<file path="src/verilog/adc_conv_consts.svh">
// Constants for the conversion controller: register indices, bit positions,
// reset values and timing counts.
// Assumes inclusion by bare name from the design files only.
`ifndef ADC_CONV_CONSTS_SVH
`define ADC_CONV_CONSTS_SVH

// Register indices; the APB byte address is four times the index
`define IDX_FLAG 8'h0c
`define IDX_RES_HI 8'h1e
`define IDX_CTRL 8'h1f
`define IDX_RES_LO 8'h20
`define IDX_IRQ_EN 8'h8c
`define IDX_PIN_ANALOG_SELECT_REG 8'h91
`define IDX_CLKCFG 8'h9f

// Control register bit positions
`define B_JUSTIFY 7
`define B_REF 6
`define B_CHAN_HI 4
`define B_CHAN_LO 2
`define B_GO 1
`define B_ON 0
// Done flag and its enable share one position
`define B_DONE 6
// Clock select field in the clock config register
`define B_CLK_HI 6
`define B_CLK_LO 4

// Reset values
`define RST_CTRL 8'h00
`define RST_CLKCFG 3'h0
`define RST_PIN_ANALOG_SELECT_REG 8'hff

// Timing
`define CONV_TADS 11
`define CONV_LAST 4'ha
`define ABORT_LAST 4'h1
`define CLK_NS 20
`define MIN_TAD_NS 1600
`define MIN_TAD_CYCLES ((`MIN_TAD_NS + `CLK_NS - 1) / `CLK_NS)
`define INSTR_CYCLES 3'h4
`define RES_MSB_SET 10'h200

`endif

</file>
<file path="src/verilog/adc_conv_pkg.sv">
// Types for the conversion controller.
// Assumes nothing beyond a SystemVerilog compiler.
package adc_conv_pkg;

  // Converter sequencing states, one-hot
  typedef enum logic [3:0] {
    ST_IDLE = 4'h1,
    ST_START_DLY = 4'h2,
    ST_CONVERT = 4'h4,
    ST_ABORT_WAIT = 4'h8
  } conv_state_t;

  // Control register fields
  typedef struct packed {
    logic result_justify;
    logic reference_select;
    logic [2:0] channel_select;
    logic converter_on;
  } ctrl_t;

  // Drive bundle towards the analog mux, sample-and-hold and DAC
  typedef struct packed {
    logic powered;
    logic ref_ext;
    logic [2:0] channel;
    logic hold;
    logic [9:0] dac_code;
  } core_t;

endpackage

</file>
<file path="src/verilog/adc_conversion_control.sv">
// Sequencer for a 10-bit successive-approximation converter with an APB
// register file, abort handling and result justification.
// Assumes the comparator and RC clock arrive asynchronously; sleep_i
// comes from logic on clock_i.
// Notes on behaviour
// - conversion lasts exactly eleven conversion periods
// - select code picks divider or internal RC
// - writing go starts; go reads one while busy
// - completion clears go, sets done flag, interrupts
// - clearing go aborts; results keep old value
// - after abort wait two periods, then acquire
// - bit 7 picks right or left justification
// - bit 6 picks external reference or supply
// - channel field connects input n to hold
// - bit 0 powers the converter
// - successive approximation stores ten-bit result
// - analog select disables pin digital buffer
// - internal RC delays start one instruction
// - sleep aborts non-RC conversion, powers off
// - reset aborts and turns off, results kept
//
// Our own choice: the APB slave port.
`timescale 1ns/1ns
`default_nettype none
`include "adc_conv_consts.svh"

module adc_conversion_control #(
  parameter int ADDR_W = 12,
  parameter int RES_W = 10
) (
  input wire logic clock_i,                 // 50 MHz oscillator
  input wire logic rst_n_i,                 // Async reset, active low
  input wire logic psel_i,                  // APB select
  input wire logic penable_i,               // APB enable
  input wire logic pwrite_i,                // APB write
  input wire logic [ADDR_W-1:0] paddr_i,    // APB byte address
  input wire logic [31:0] pwdata_i,         // APB write data
  output logic [31:0] prdata_o,             // APB read data
  output logic pready_o,                    // APB ready
  output logic pslverr_o,                   // APB error, unmapped address
  input wire logic sleep_i,                 // Device in sleep
  input wire logic rc_clk_i,                // Internal RC oscillator
  input wire logic comp_i,                  // Comparator: input above DAC
  output adc_conv_pkg::core_t core_o,       // Analog core drive
  output logic [7:0] pin_dig_in_off_o,      // Pin digital buffer disable
  output logic irq_o                        // Conversion done interrupt
);

  // ---------------------------------------------------------------------
  // Declarations
  // ---------------------------------------------------------------------
  adc_conv_pkg::ctrl_t ctrl_q;
  adc_conv_pkg::conv_state_t state_q;
  adc_conv_pkg::conv_state_t state_d;
  adc_conv_pkg::core_t core_d;
  logic go_q;
  logic [2:0] clk_sel_q;
  logic [7:0] pin_analog_select_reg_q;
  logic done_flag_q;
  logic irq_en_q;
  logic [RES_W-1:0] result_q;
  logic [RES_W-1:0] sar_q;
  logic [RES_W-1:0] mask_q;
  logic [3:0] tad_cnt_q;
  logic [2:0] dly_q;
  logic [31:0] prdata_q;
  logic pready_q;
  logic pslverr_q;
  logic irq_q;
  logic comp_m_q;
  logic comp_s_q;
  logic rc_m_q;
  logic rc_s_q;
  logic rc_p_q;
  // Reset image of the control register, sliced into its fields below
  localparam logic [7:0] RST_CTRL_V = `RST_CTRL;

  // ---------------------------------------------------------------------
  // Synchronisers and conversion clock
  // ---------------------------------------------------------------------
  // Two stages each; the RC clock adds a third flop so its rising edge can be detected
  always_ff @(posedge clock_i or negedge rst_n_i) begin
    if (!rst_n_i) begin
      comp_m_q <= 1'b0;
      comp_s_q <= 1'b0;
      rc_m_q <= 1'b0;
      rc_s_q <= 1'b0;
      rc_p_q <= 1'b0;
    end else begin
      comp_m_q <= comp_i;
      comp_s_q <= comp_m_q;
      rc_m_q <= rc_clk_i;
      rc_s_q <= rc_m_q;
      rc_p_q <= rc_s_q;
    end
  end

  logic rc_edge_w;
  logic rc_sel_w;
  logic tad_tick_w;
  logic div_clear_w;
  logic sw_abort_w;
  logic sleep_abort_w;
  assign rc_edge_w = rc_s_q & ~rc_p_q;
  assign rc_sel_w = (clk_sel_q[1:0] == 2'h3);
  // Divider phase restarts at each start and abort so every divided period is whole;
  // otherwise the abort wait could end up to one period short
  assign div_clear_w = (state_q == adc_conv_pkg::ST_IDLE) ||
                       (state_q == adc_conv_pkg::ST_START_DLY) ||
                       sw_abort_w || sleep_abort_w;

  tad_divider #(.CNT_W(6)) u_tad (
    .clock_i(clock_i),
    .rst_n_i(rst_n_i),
    .clear_i(div_clear_w),
    .sel_i(clk_sel_q),
    .rc_edge_i(rc_edge_w),
    .tick_o(tad_tick_w)
  );

  // ---------------------------------------------------------------------
  // APB decode
  // ---------------------------------------------------------------------
  logic setup_w;
  logic wr_w;
  logic [ADDR_W-1:0] a_ctrl_w, a_flag_w, a_hi_w, a_lo_w, a_ien_w, a_pin_analog_select_reg_w, a_clk_w;
  logic hit_w;
  logic wr_ctrl_w;
  logic wr_flag_w;
  assign a_ctrl_w = ADDR_W'({`IDX_CTRL, 2'b00});
  assign a_flag_w = ADDR_W'({`IDX_FLAG, 2'b00});
  assign a_hi_w = ADDR_W'({`IDX_RES_HI, 2'b00});
  assign a_lo_w = ADDR_W'({`IDX_RES_LO, 2'b00});
  assign a_ien_w = ADDR_W'({`IDX_IRQ_EN, 2'b00});
  assign a_pin_analog_select_reg_w = ADDR_W'({`IDX_PIN_ANALOG_SELECT_REG, 2'b00});
  assign a_clk_w = ADDR_W'({`IDX_CLKCFG, 2'b00});
  assign setup_w = psel_i & ~penable_i;
  assign wr_w = psel_i & penable_i & pready_q & pwrite_i & ~pslverr_q;
  assign hit_w = (paddr_i == a_ctrl_w) || (paddr_i == a_flag_w) ||
                 (paddr_i == a_hi_w) || (paddr_i == a_lo_w) ||
                 (paddr_i == a_ien_w) || (paddr_i == a_pin_analog_select_reg_w) ||
                 (paddr_i == a_clk_w);
  assign wr_ctrl_w = wr_w && (paddr_i == a_ctrl_w);
  assign wr_flag_w = wr_w && (paddr_i == a_flag_w);

  // Result placement by justification
  logic [7:0] res_hi_w;
  logic [7:0] res_lo_w;
  assign res_hi_w = ctrl_q.result_justify ? {6'h00, result_q[9:8]} : result_q[9:2];
  assign res_lo_w = ctrl_q.result_justify ? result_q[7:0] : {result_q[1:0], 6'h00};

  logic [7:0] ctrl_rd_w;
  logic [31:0] rd_w;
  assign ctrl_rd_w = {ctrl_q.result_justify, ctrl_q.reference_select, 1'b0,
                      ctrl_q.channel_select, go_q, ctrl_q.converter_on};
  assign rd_w = (paddr_i == a_ctrl_w) ? {24'h0, ctrl_rd_w} :
                (paddr_i == a_flag_w) ? {24'h0, 1'b0, done_flag_q, 6'h00} :
                (paddr_i == a_ien_w) ? {24'h0, 1'b0, irq_en_q, 6'h00} :
                (paddr_i == a_hi_w) ? {24'h0, res_hi_w} :
                (paddr_i == a_lo_w) ? {24'h0, res_lo_w} :
                (paddr_i == a_pin_analog_select_reg_w) ? {24'h0, pin_analog_select_reg_q} :
                (paddr_i == a_clk_w) ? {24'h0, 1'b0, clk_sel_q, 4'h0} : 32'h0;

  // Answer one cycle after setup: zero wait states, registered data
  always_ff @(posedge clock_i or negedge rst_n_i) begin
    if (!rst_n_i) begin
      prdata_q <= 32'h0;
      pready_q <= 1'b0;
      pslverr_q <= 1'b0;
    end else begin
      pready_q <= setup_w;
      pslverr_q <= setup_w & ~hit_w;
      if (setup_w) begin
        prdata_q <= rd_w;
      end
    end
  end

  // ---------------------------------------------------------------------
  // Sequencer
  // ---------------------------------------------------------------------
  logic go_wr1_w;
  logic start_w;
  logic busy_w;
  logic done_w;
  logic [RES_W-1:0] kept_w;
  assign go_wr1_w = wr_ctrl_w & pwdata_i[`B_GO];
  // Needs the converter already on; a go in the enabling write is dropped
  assign start_w = go_wr1_w & ctrl_q.converter_on & ~go_q &
                   (state_q == adc_conv_pkg::ST_IDLE);
  assign busy_w = (state_q == adc_conv_pkg::ST_CONVERT) ||
                  (state_q == adc_conv_pkg::ST_START_DLY);
  assign sw_abort_w = busy_w & wr_ctrl_w & ~pwdata_i[`B_GO];
  assign sleep_abort_w = busy_w & sleep_i & ~rc_sel_w;
  assign done_w = (state_q == adc_conv_pkg::ST_CONVERT) & tad_tick_w &
                  (tad_cnt_q == `CONV_LAST) & ~sw_abort_w & ~sleep_abort_w;
  // Keep the trial bit when the input sits above the DAC level
  assign kept_w = comp_s_q ? sar_q : (sar_q & ~mask_q);

  // Next state
  always_comb begin
    state_d = state_q;
    unique case (state_q)
      adc_conv_pkg::ST_IDLE: begin
        if (start_w) begin
          state_d = rc_sel_w ? adc_conv_pkg::ST_START_DLY : adc_conv_pkg::ST_CONVERT;
        end
      end
      adc_conv_pkg::ST_START_DLY: begin
        if (sw_abort_w || sleep_abort_w) begin
          state_d = adc_conv_pkg::ST_ABORT_WAIT;
        end else if (dly_q == `INSTR_CYCLES - 3'h1) begin
          state_d = adc_conv_pkg::ST_CONVERT;
        end
      end
      adc_conv_pkg::ST_CONVERT: begin
        if (sw_abort_w || sleep_abort_w) begin
          state_d = adc_conv_pkg::ST_ABORT_WAIT;
        end else if (done_w) begin
          state_d = adc_conv_pkg::ST_IDLE;
        end
      end
      adc_conv_pkg::ST_ABORT_WAIT: begin
        if (tad_tick_w && tad_cnt_q == `ABORT_LAST) begin
          state_d = adc_conv_pkg::ST_IDLE;
        end
      end
      default: state_d = adc_conv_pkg::ST_IDLE;
    endcase
  end

  // State, period count, approximation register
  always_ff @(posedge clock_i or negedge rst_n_i) begin
    if (!rst_n_i) begin
      state_q <= adc_conv_pkg::ST_IDLE;
      tad_cnt_q <= 4'h0;
      dly_q <= 3'h0;
      sar_q <= `RES_MSB_SET;
      mask_q <= `RES_MSB_SET;
    end else begin
      state_q <= state_d;
      dly_q <= (state_q == adc_conv_pkg::ST_START_DLY) ? dly_q + 3'h1 : 3'h0;
      if (state_d != state_q) begin
        tad_cnt_q <= 4'h0;
        sar_q <= `RES_MSB_SET;
        mask_q <= `RES_MSB_SET;
      end else if (tad_tick_w) begin
        tad_cnt_q <= tad_cnt_q + 4'h1;
        // First period is the hold; the next ten resolve one bit each
        if (state_q == adc_conv_pkg::ST_CONVERT && tad_cnt_q != 4'h0) begin
          sar_q <= kept_w | (mask_q >> 1);
          mask_q <= mask_q >> 1;
        end
      end
    end
  end

  // Results: no reset on purpose, a device reset must leave them intact
  always_ff @(posedge clock_i) begin
    if (done_w) begin
      result_q <= kept_w;
    end
  end

  // ---------------------------------------------------------------------
  // Software registers
  // ---------------------------------------------------------------------
  always_ff @(posedge clock_i or negedge rst_n_i) begin
    if (!rst_n_i) begin
      ctrl_q <= adc_conv_pkg::ctrl_t'({RST_CTRL_V[7:6], RST_CTRL_V[4:2], RST_CTRL_V[0]});
      go_q <= 1'b0;
      clk_sel_q <= `RST_CLKCFG;
      pin_analog_select_reg_q <= `RST_PIN_ANALOG_SELECT_REG;
      irq_en_q <= 1'b0;
    end else begin
      if (wr_ctrl_w) begin
        ctrl_q.result_justify <= pwdata_i[`B_JUSTIFY];
        ctrl_q.reference_select <= pwdata_i[`B_REF];
        ctrl_q.channel_select <= pwdata_i[`B_CHAN_HI:`B_CHAN_LO];
        ctrl_q.converter_on <= pwdata_i[`B_ON];
      end
      if (start_w) begin
        go_q <= 1'b1;
      end else if (done_w || sw_abort_w || sleep_abort_w) begin
        go_q <= 1'b0;
      end
      if (wr_w && paddr_i == a_clk_w) begin
        clk_sel_q <= pwdata_i[`B_CLK_HI:`B_CLK_LO];
      end
      if (wr_w && paddr_i == a_pin_analog_select_reg_w) begin
        pin_analog_select_reg_q <= pwdata_i[7:0];
      end
      if (wr_w && paddr_i == a_ien_w) begin
        irq_en_q <= pwdata_i[`B_DONE];
      end
    end
  end

  // Done flag: completion wins over a clearing write in the same cycle
  always_ff @(posedge clock_i or negedge rst_n_i) begin
    if (!rst_n_i) begin
      done_flag_q <= 1'b0;
    end else if (done_w) begin
      done_flag_q <= 1'b1;
    end else if (wr_flag_w) begin
      done_flag_q <= pwdata_i[`B_DONE];
    end
  end

  // ---------------------------------------------------------------------
  // Outputs
  // ---------------------------------------------------------------------
  always_comb begin
    core_d.powered = ctrl_q.converter_on & ~(sleep_i & ~rc_sel_w);
    core_d.ref_ext = ctrl_q.reference_select;
    core_d.channel = ctrl_q.channel_select;
    core_d.hold = (state_q == adc_conv_pkg::ST_CONVERT);
    core_d.dac_code = sar_q;
  end

  always_ff @(posedge clock_i or negedge rst_n_i) begin
    if (!rst_n_i) begin
      core_o <= '0;
      pin_dig_in_off_o <= 8'h00;
      irq_q <= 1'b0;
    end else begin
      core_o <= core_d;
      pin_dig_in_off_o <= pin_analog_select_reg_q;
      irq_q <= done_flag_q & irq_en_q;
    end
  end
  assign irq_o = irq_q;
  assign prdata_o = prdata_q;
  assign pready_o = pready_q;
  assign pslverr_o = pslverr_q;

  // ---------------------------------------------------------------------
  // Assertions
  // ---------------------------------------------------------------------
  property p_done_count;
    @(posedge clock_i) disable iff (!rst_n_i)
      done_w |-> tad_tick_w && tad_cnt_q == 4'ha;
  endproperty
  a_done_count: assert property (p_done_count) else $error("done not at tad 11");

  property p_go_busy;
    @(posedge clock_i) disable iff (!rst_n_i)
      busy_w |-> go_q;
  endproperty
  a_go_busy: assert property (p_go_busy) else $error("go low while busy");

  property p_done_effects;
    @(posedge clock_i) disable iff (!rst_n_i)
      done_w |=> !go_q && done_flag_q ##1 (irq_o == irq_en_q);
  endproperty
  a_done_effects: assert property (p_done_effects) else $error("done effects wrong");

  property p_result_hold;
    @(posedge clock_i) disable iff (!rst_n_i)
      !done_w |=> $stable(result_q);
  endproperty
  a_result_hold: assert property (p_result_hold) else $error("result changed");

  property p_abort_wait;
    @(posedge clock_i) disable iff (!rst_n_i)
      sw_abort_w |=> state_q == adc_conv_pkg::ST_ABORT_WAIT && tad_cnt_q == 4'h0;
  endproperty
  a_abort_wait: assert property (p_abort_wait) else $error("abort wait missed");

  property p_justify;
    @(posedge clock_i) disable iff (!rst_n_i)
      (setup_w && paddr_i == a_hi_w && ctrl_q.result_justify) |=>
        prdata_o[31:2] == 30'h0;
  endproperty
  a_justify: assert property (p_justify) else $error("right justify high");

  property p_ref_chan;
    @(posedge clock_i) disable iff (!rst_n_i)
      1'b1 |=> core_o.ref_ext == $past(ctrl_q.reference_select) &&
               core_o.channel == $past(ctrl_q.channel_select);
  endproperty
  a_ref_chan: assert property (p_ref_chan) else $error("mux drive lag");

  property p_power_off;
    @(posedge clock_i) disable iff (!rst_n_i)
      !ctrl_q.converter_on |=> !core_o.powered;
  endproperty
  a_power_off: assert property (p_power_off) else $error("powered while off");

  property p_rc_delay;
    @(posedge clock_i) disable iff (!rst_n_i)
      (start_w && rc_sel_w && !sleep_i) |=>
        (state_q == adc_conv_pkg::ST_START_DLY && !wr_ctrl_w)[*4] ##1
        (state_q == adc_conv_pkg::ST_CONVERT || state_q == adc_conv_pkg::ST_ABORT_WAIT);
  endproperty
  a_rc_delay: assert property (p_rc_delay) else $error("rc start delay");

  property p_sleep_abort;
    @(posedge clock_i) disable iff (!rst_n_i)
      sleep_abort_w |=> !go_q && !busy_w ##1 !core_o.powered;
  endproperty
  a_sleep_abort: assert property (p_sleep_abort) else $error("sleep abort");

  property p_flag_sticky;
    @(posedge clock_i) disable iff (!rst_n_i)
      (done_flag_q && !wr_flag_w) |=> done_flag_q;
  endproperty
  a_flag_sticky: assert property (p_flag_sticky) else $error("flag lost");

  c_done: cover property (@(posedge clock_i) disable iff (!rst_n_i) done_w);
  c_abort: cover property (@(posedge clock_i) disable iff (!rst_n_i) sw_abort_w);
  c_sleep: cover property (@(posedge clock_i) disable iff (!rst_n_i) sleep_abort_w);
  c_irq: cover property (@(posedge clock_i) disable iff (!rst_n_i) $rose(irq_o));

endmodule

`default_nettype wire

</file>
<file path="src/verilog/tad_divider.sv">
// Conversion clock tick generator: divides the oscillator or passes the
// internal RC edge through.
// Assumes rc_edge_i is already synchronised into clock_i.
`timescale 1ns/1ns
`default_nettype none

module tad_divider #(
  parameter int CNT_W = 6
) (
  input wire logic clock_i,           // Oscillator clock
  input wire logic rst_n_i,           // Async reset, active low
  input wire logic clear_i,           // Restart the period
  input wire logic [2:0] sel_i,       // Conversion clock select code
  input wire logic rc_edge_i,         // One-cycle internal RC edge
  output logic tick_o                 // One pulse per conversion period
);

  logic [CNT_W-1:0] cnt_q;
  logic [CNT_W-1:0] cnt_d;
  logic [2:0] exp_w;
  logic [CNT_W-1:0] last_w;
  logic rc_sel_w;
  logic div_tick_w;

  // Code to divide ratio: 000,100,001,101,010,110 give 2..64
  assign rc_sel_w = (sel_i[1:0] == 2'h3);
  assign exp_w = {sel_i[1:0], 1'b0} + {2'h0, sel_i[2]};
  assign last_w = CNT_W'((7'h02 << exp_w) - 7'h01);
  assign div_tick_w = (cnt_q == last_w);
  assign tick_o = clear_i ? 1'b0 : (rc_sel_w ? rc_edge_i : div_tick_w);
  assign cnt_d = (clear_i || div_tick_w || rc_sel_w) ? '0 : cnt_q + 1'b1;

  // Period counter
  always_ff @(posedge clock_i or negedge rst_n_i) begin
    if (!rst_n_i) begin
      cnt_q <= '0;
    end else begin
      cnt_q <= cnt_d;
    end
  end

  // Fastest setting: a tick every second cycle
  property p_div_two;
    @(posedge clock_i) disable iff (!rst_n_i)
      (tick_o && sel_i == 3'h0 && $stable(sel_i)) |=>
        (!tick_o || clear_i) ##1 (tick_o || clear_i || $past(clear_i) || $changed(sel_i));
  endproperty
  a_div_two: assert property (p_div_two) else $error("div2 period wrong");

endmodule

`default_nettype wire

</file>
<file path="config.mk">
export PLATFORM = sky130hd
export DESIGN_NAME = adc_conversion_control
export DESIGN_NICKNAME = d
export VERILOG_FILES = /design/src/verilog/adc_conv_pkg.sv /design/src/verilog/adc_conversion_control.sv /design/src/verilog/tad_divider.sv
export VERILOG_INCLUDE_DIRS = /design/src /design/src/verilog
export SDC_FILE = /design/constraint.sdc
export NUM_CORES = 1
export LEC_CHECK = 0
export BUFFER_PORTS_ARGS = -buffer_cell sky130_fd_sc_hd__clkbuf_2
export CORE_AREA = 2 2 106 108
export CTS_BUF_LIST = sky130_fd_sc_hd__clkbuf_2
export DETAILED_ROUTE_END_ITERATION = 8
export DIE_AREA = 0 0 108 110
export PLACE_DENSITY = 0.79
export SLEW_MARGIN = 15
export SYNTH_ARGS = -nofsm -noshare
export SYNTH_HDL_FRONTEND = slang
export SYNTH_HIERARCHICAL = 1
export SYNTH_SLANG_ARGS = --single-unit
</file>
<file path="constraint.sdc">
create_clock -name clock_i -period 3.25 [get_ports clock_i]
set_input_delay 0.975 -clock clock_i [delete_from_list [all_inputs] [get_ports clock_i]]
set_output_delay 0.975 -clock clock_i [all_outputs]
set_load 0.03 [all_outputs]
</file>
==> results.yml <==
status:
  outcome: "finished, final reports clean"
final_layout:
  insertedDiodeCount: 0
  layout.nets: 609
  layout_cell_share_with_drive_strength_beyond_1_pct: 33.2
  filler_cell_count: 905
  layout_stage_area_growth_over_the_synthesis_result_pct: 15.1
  seqCellArea_um2: 2740
  area_of_combinational_cells_with_multiple_inputs_um2: 2380
  finish.utilization_pct: 57.1
global_routing:
  globalRouteMet2Util_pct: 34.6
  globalRouteTotalUtil_pct: 20.4
  grt_remaining_overflow: 0
  global_route.usage.met3_pct: 3.76
  first_global_vias: 3830
  antenna_violations_before_repair: 0
  grt_max_degree: 50
  grt_first_pass_wirelength_um: 18900
  top_usage_layer: "met2"
  grt_use_met1_pct: 26.0
timing:
  setup_viol_count_final: 0
  peak_clock_frequency_supported_by_timing_ghz: 0.319
  worst_tran_pin_value_ns: 0.789
  layout_setup_ws_ns: 0.117
  skew_ns: 0.0451
  maxSlewViolCount: 0
  post-route-min-period_ns: 3.13
  finalHoldWorstSlack_ns: 0.377
  final_hold_viol_count: 0
  final.setup.tns_ns: 0
  timing.max_slew.rel_slack_pct: 47.2
  timing.final.crit_share_pct: 96.4
routing:
  first_pass_iters: 5
  drtAntennaViolNets: 0
  routedWlPerCell_um: 16.9
  drc_errors: 0
  detail_route.iter0.violations: 170
  routed_wirelength_um: 11800
  avgViaCountPerCell: 5.76
  detailroute.via_count: 4005
yosys:
  yosysWarningCount: 6
  syn_avg_cell_area_um2: 11.6
  synthesis.area_um2: 5310
  synth_edf_count: 10
  synth_cells: 458
  dominantRegCellSynth: "dfrtp_1"
  synth.yosys.seq_area_share_pct: 51.6
  synth.ff_latch_count: 107
  synth-async-reset-ratio_pct: 90.7
  ys_types: 74
clocking:
  ctsLongestPathBuffers: 2
  clock-sinks: 107
  cts_hold_fix_bufs: 0
  worstSkewPairLatency_ns: 0.59
  cts_root_buf: "clkbuf_2"
  ctsHtreeMaxLevel: 3
  cts_tree: "done"
  tritoncts.num_buffers: 9
  cts.clk_slew.worst_paths_ns: 0.29
floorplan:
  core_area_um2: 10700
  row_count: 38
  die-area_um2: 11900
  die-height_um: 110
  die_width_um: 108
  top_level_ports: 111
  initial_core_util_pct: 49.6
place:
  hpwlAfterDp_um: 8440
  gp_routability_congestion: 0.939
  place.port_buffers: 62
  preCtsSetupSlack_ns: -0.699
worst_setup_path:
  cp-end-kind: "flop"
  type_of_element_launching_the_critical_path: "input port"
  path_max_fanout: 21
  criticalPathCategory: "input port to flop"
  critical_path_required_ns: 3.74
  arrival_ns: 3.62
power:
  cell_leakage_power_nw: 2.70
  vdd_ir_drop_max_mv: 0.226
  power-per-cell-area_nw_per_um2: 355
job:
  total_of_max_cap_violations: 0
worst_hold_path:
  hold_path.class: "input port to async pin"
==> power by group <==
group / switching, W / internal, W
sequential: 0.0000130 / 0.00137
clock: 0.000464 / 0.000119
combinational: 0.000147 / 0.0000615
==> registers in the layout, indices dropped and copies added (netlist names), 2 cells and up <==
signal / cells
core_o: 16
mask_q: 10
result_q: 10
sar_q: 10
pin_analog_select_reg_q: 8
pin_dig_in_off_o: 8
prdata_o: 8
u_tad/cnt_q: 6
core_d: 4
state_q: 4
tad_cnt_q: 4
clk_sel_q: 3
dly_q: 3
ctrl_q: 2
==> worst paths after layout <==
kind                                      start                  endpoint  slack [ns]  depth (start not counted)
max                                  paddr_i[1]  tad_cnt_q[2]$_DFFE_PN0P_        0.12                         13
max in group asynchronous               rst_n_i      sar_q[9]$_DFFE_PN1P_        2.11                          2
max reg2reg                state_q[0]$_DFF_PN1_  tad_cnt_q[2]$_DFFE_PN0P_        0.12                         10
min reg2reg                  comp_m_q$_DFF_PN0_        comp_s_q$_DFF_PN0_        0.39                          0
min in group clock_i         comp_m_q$_DFF_PN0_        comp_s_q$_DFF_PN0_        0.39                          0
min                                     rst_n_i      state_q[3]$_DFF_PN0_        0.38                          1
==> critical path, cell delays in order <==
cell and delay (ns):
clkbuf_2 0.09, or4b_4 0.57, nor3_4 0.24, a21oi_2 0.09, nand3_1 0.11, inv_1 0.07, a41o_1 0.29, nor4bb_2 0.23
nor4b_2 0.24, o211ai_1 0.17, buf_6 0.22, buf_4 0.15, nor3_1 0.17
==> kinds of logic (layout without fill, tap and decap cells) <==
logic type / after synthesis / count (layout) / synth area share, %
other: 1 / 24 / 0.0706
AND/OR/NAND/NOR: 157 / 157 / 18.6
AO/OA/AOI/OAI: 85 / 86 / 13.0
multiplexers: 33 / 33 / 6.67
XOR/XNOR: 9 / 9 / 1.48
flip-flops: 107 / 107 / 51.6
adder cells (fa/ha/maj): 7 / 7 / 1.65
buffers and inverters: 59 / 132 / 6.93
==> layout by cell type, fill, tap and decap left out, types with 11 or more instances in the layout <==
cell	count
a21oi_1	11
a22oi_1	14
buf_4	40
clkbuf_2	70
conb_1	24
dfrtp_1	86
dfstp_2	11
mux2_2	19
mux2i_1	14
nand2_1	24
nand3_1	19
nor2_1	24
nor3_1	11
nor4b_1	16
==> Yosys cell counts (all sizes together), types with 6 or more instances <==
cell | count | share of area, %
a211oi | 6 | 1.1
a21boi | 10 | 1.4
a21oi | 12 | 1.1
a22oi | 16 | 2.4
buf | 37 | 5.2
clkbuf | 10 | 0.73
dfrtp | 86 | 41
dfstp | 11 | 5.4
edfxtp | 10 | 5.7
ha | 7 | 1.6
inv | 10 | 0.71
mux2 | 19 | 4.0
mux2i | 14 | 2.6
nand2 | 24 | 1.7
nand3 | 19 | 1.8
nand4 | 6 | 0.71
nor2 | 25 | 1.8
nor3 | 13 | 1.4
nor4 | 6 | 0.71
nor4b | 26 | 4.6
o21ai | 7 | 0.66
xnor2 | 6 | 0.99
==> cell type report <==
type / count / area share (%)
clock inverter: 7 / 0.941
clock buffer: 9 / 0.737
sequential: 107 / 44.8
timing repair buffer: 105 / 11.1
multi-input combinational: 316 / 38.9
inverter: 11 / 0.675
tap: 140 / 2.87
==> metrics by stage <==
step	power [W]	instances	area (µm²)
2_1_floorplan	0.00154	481	5440
3_3_place_gp	0.00160	678	5950
3_5_place_dp	0.00160	678	5950
4_1_cts	0.00218	695	6090
5_1_grt	0.00227	695	6110
6_report	0.00217	695	6110
==> routing by layer <==
metal | up-vias | wire length (µm)
li1 | 1862 | -
met1 | 1968 | 4880
met2 | 152 | 5810
met3 | 23 | 682
met4 | 0 | 380
met5 | - | 0
==> what timing repair did <==
item,4_1_cts,5_1_grt
buffers inserted,0,0
gates resized for setup,4,5
pin swaps,1,1
hold endpoints to repair,0,0
setup endpoints to repair,17,22
gates cloned,1,0
Power figures use the tool's default switching activity.
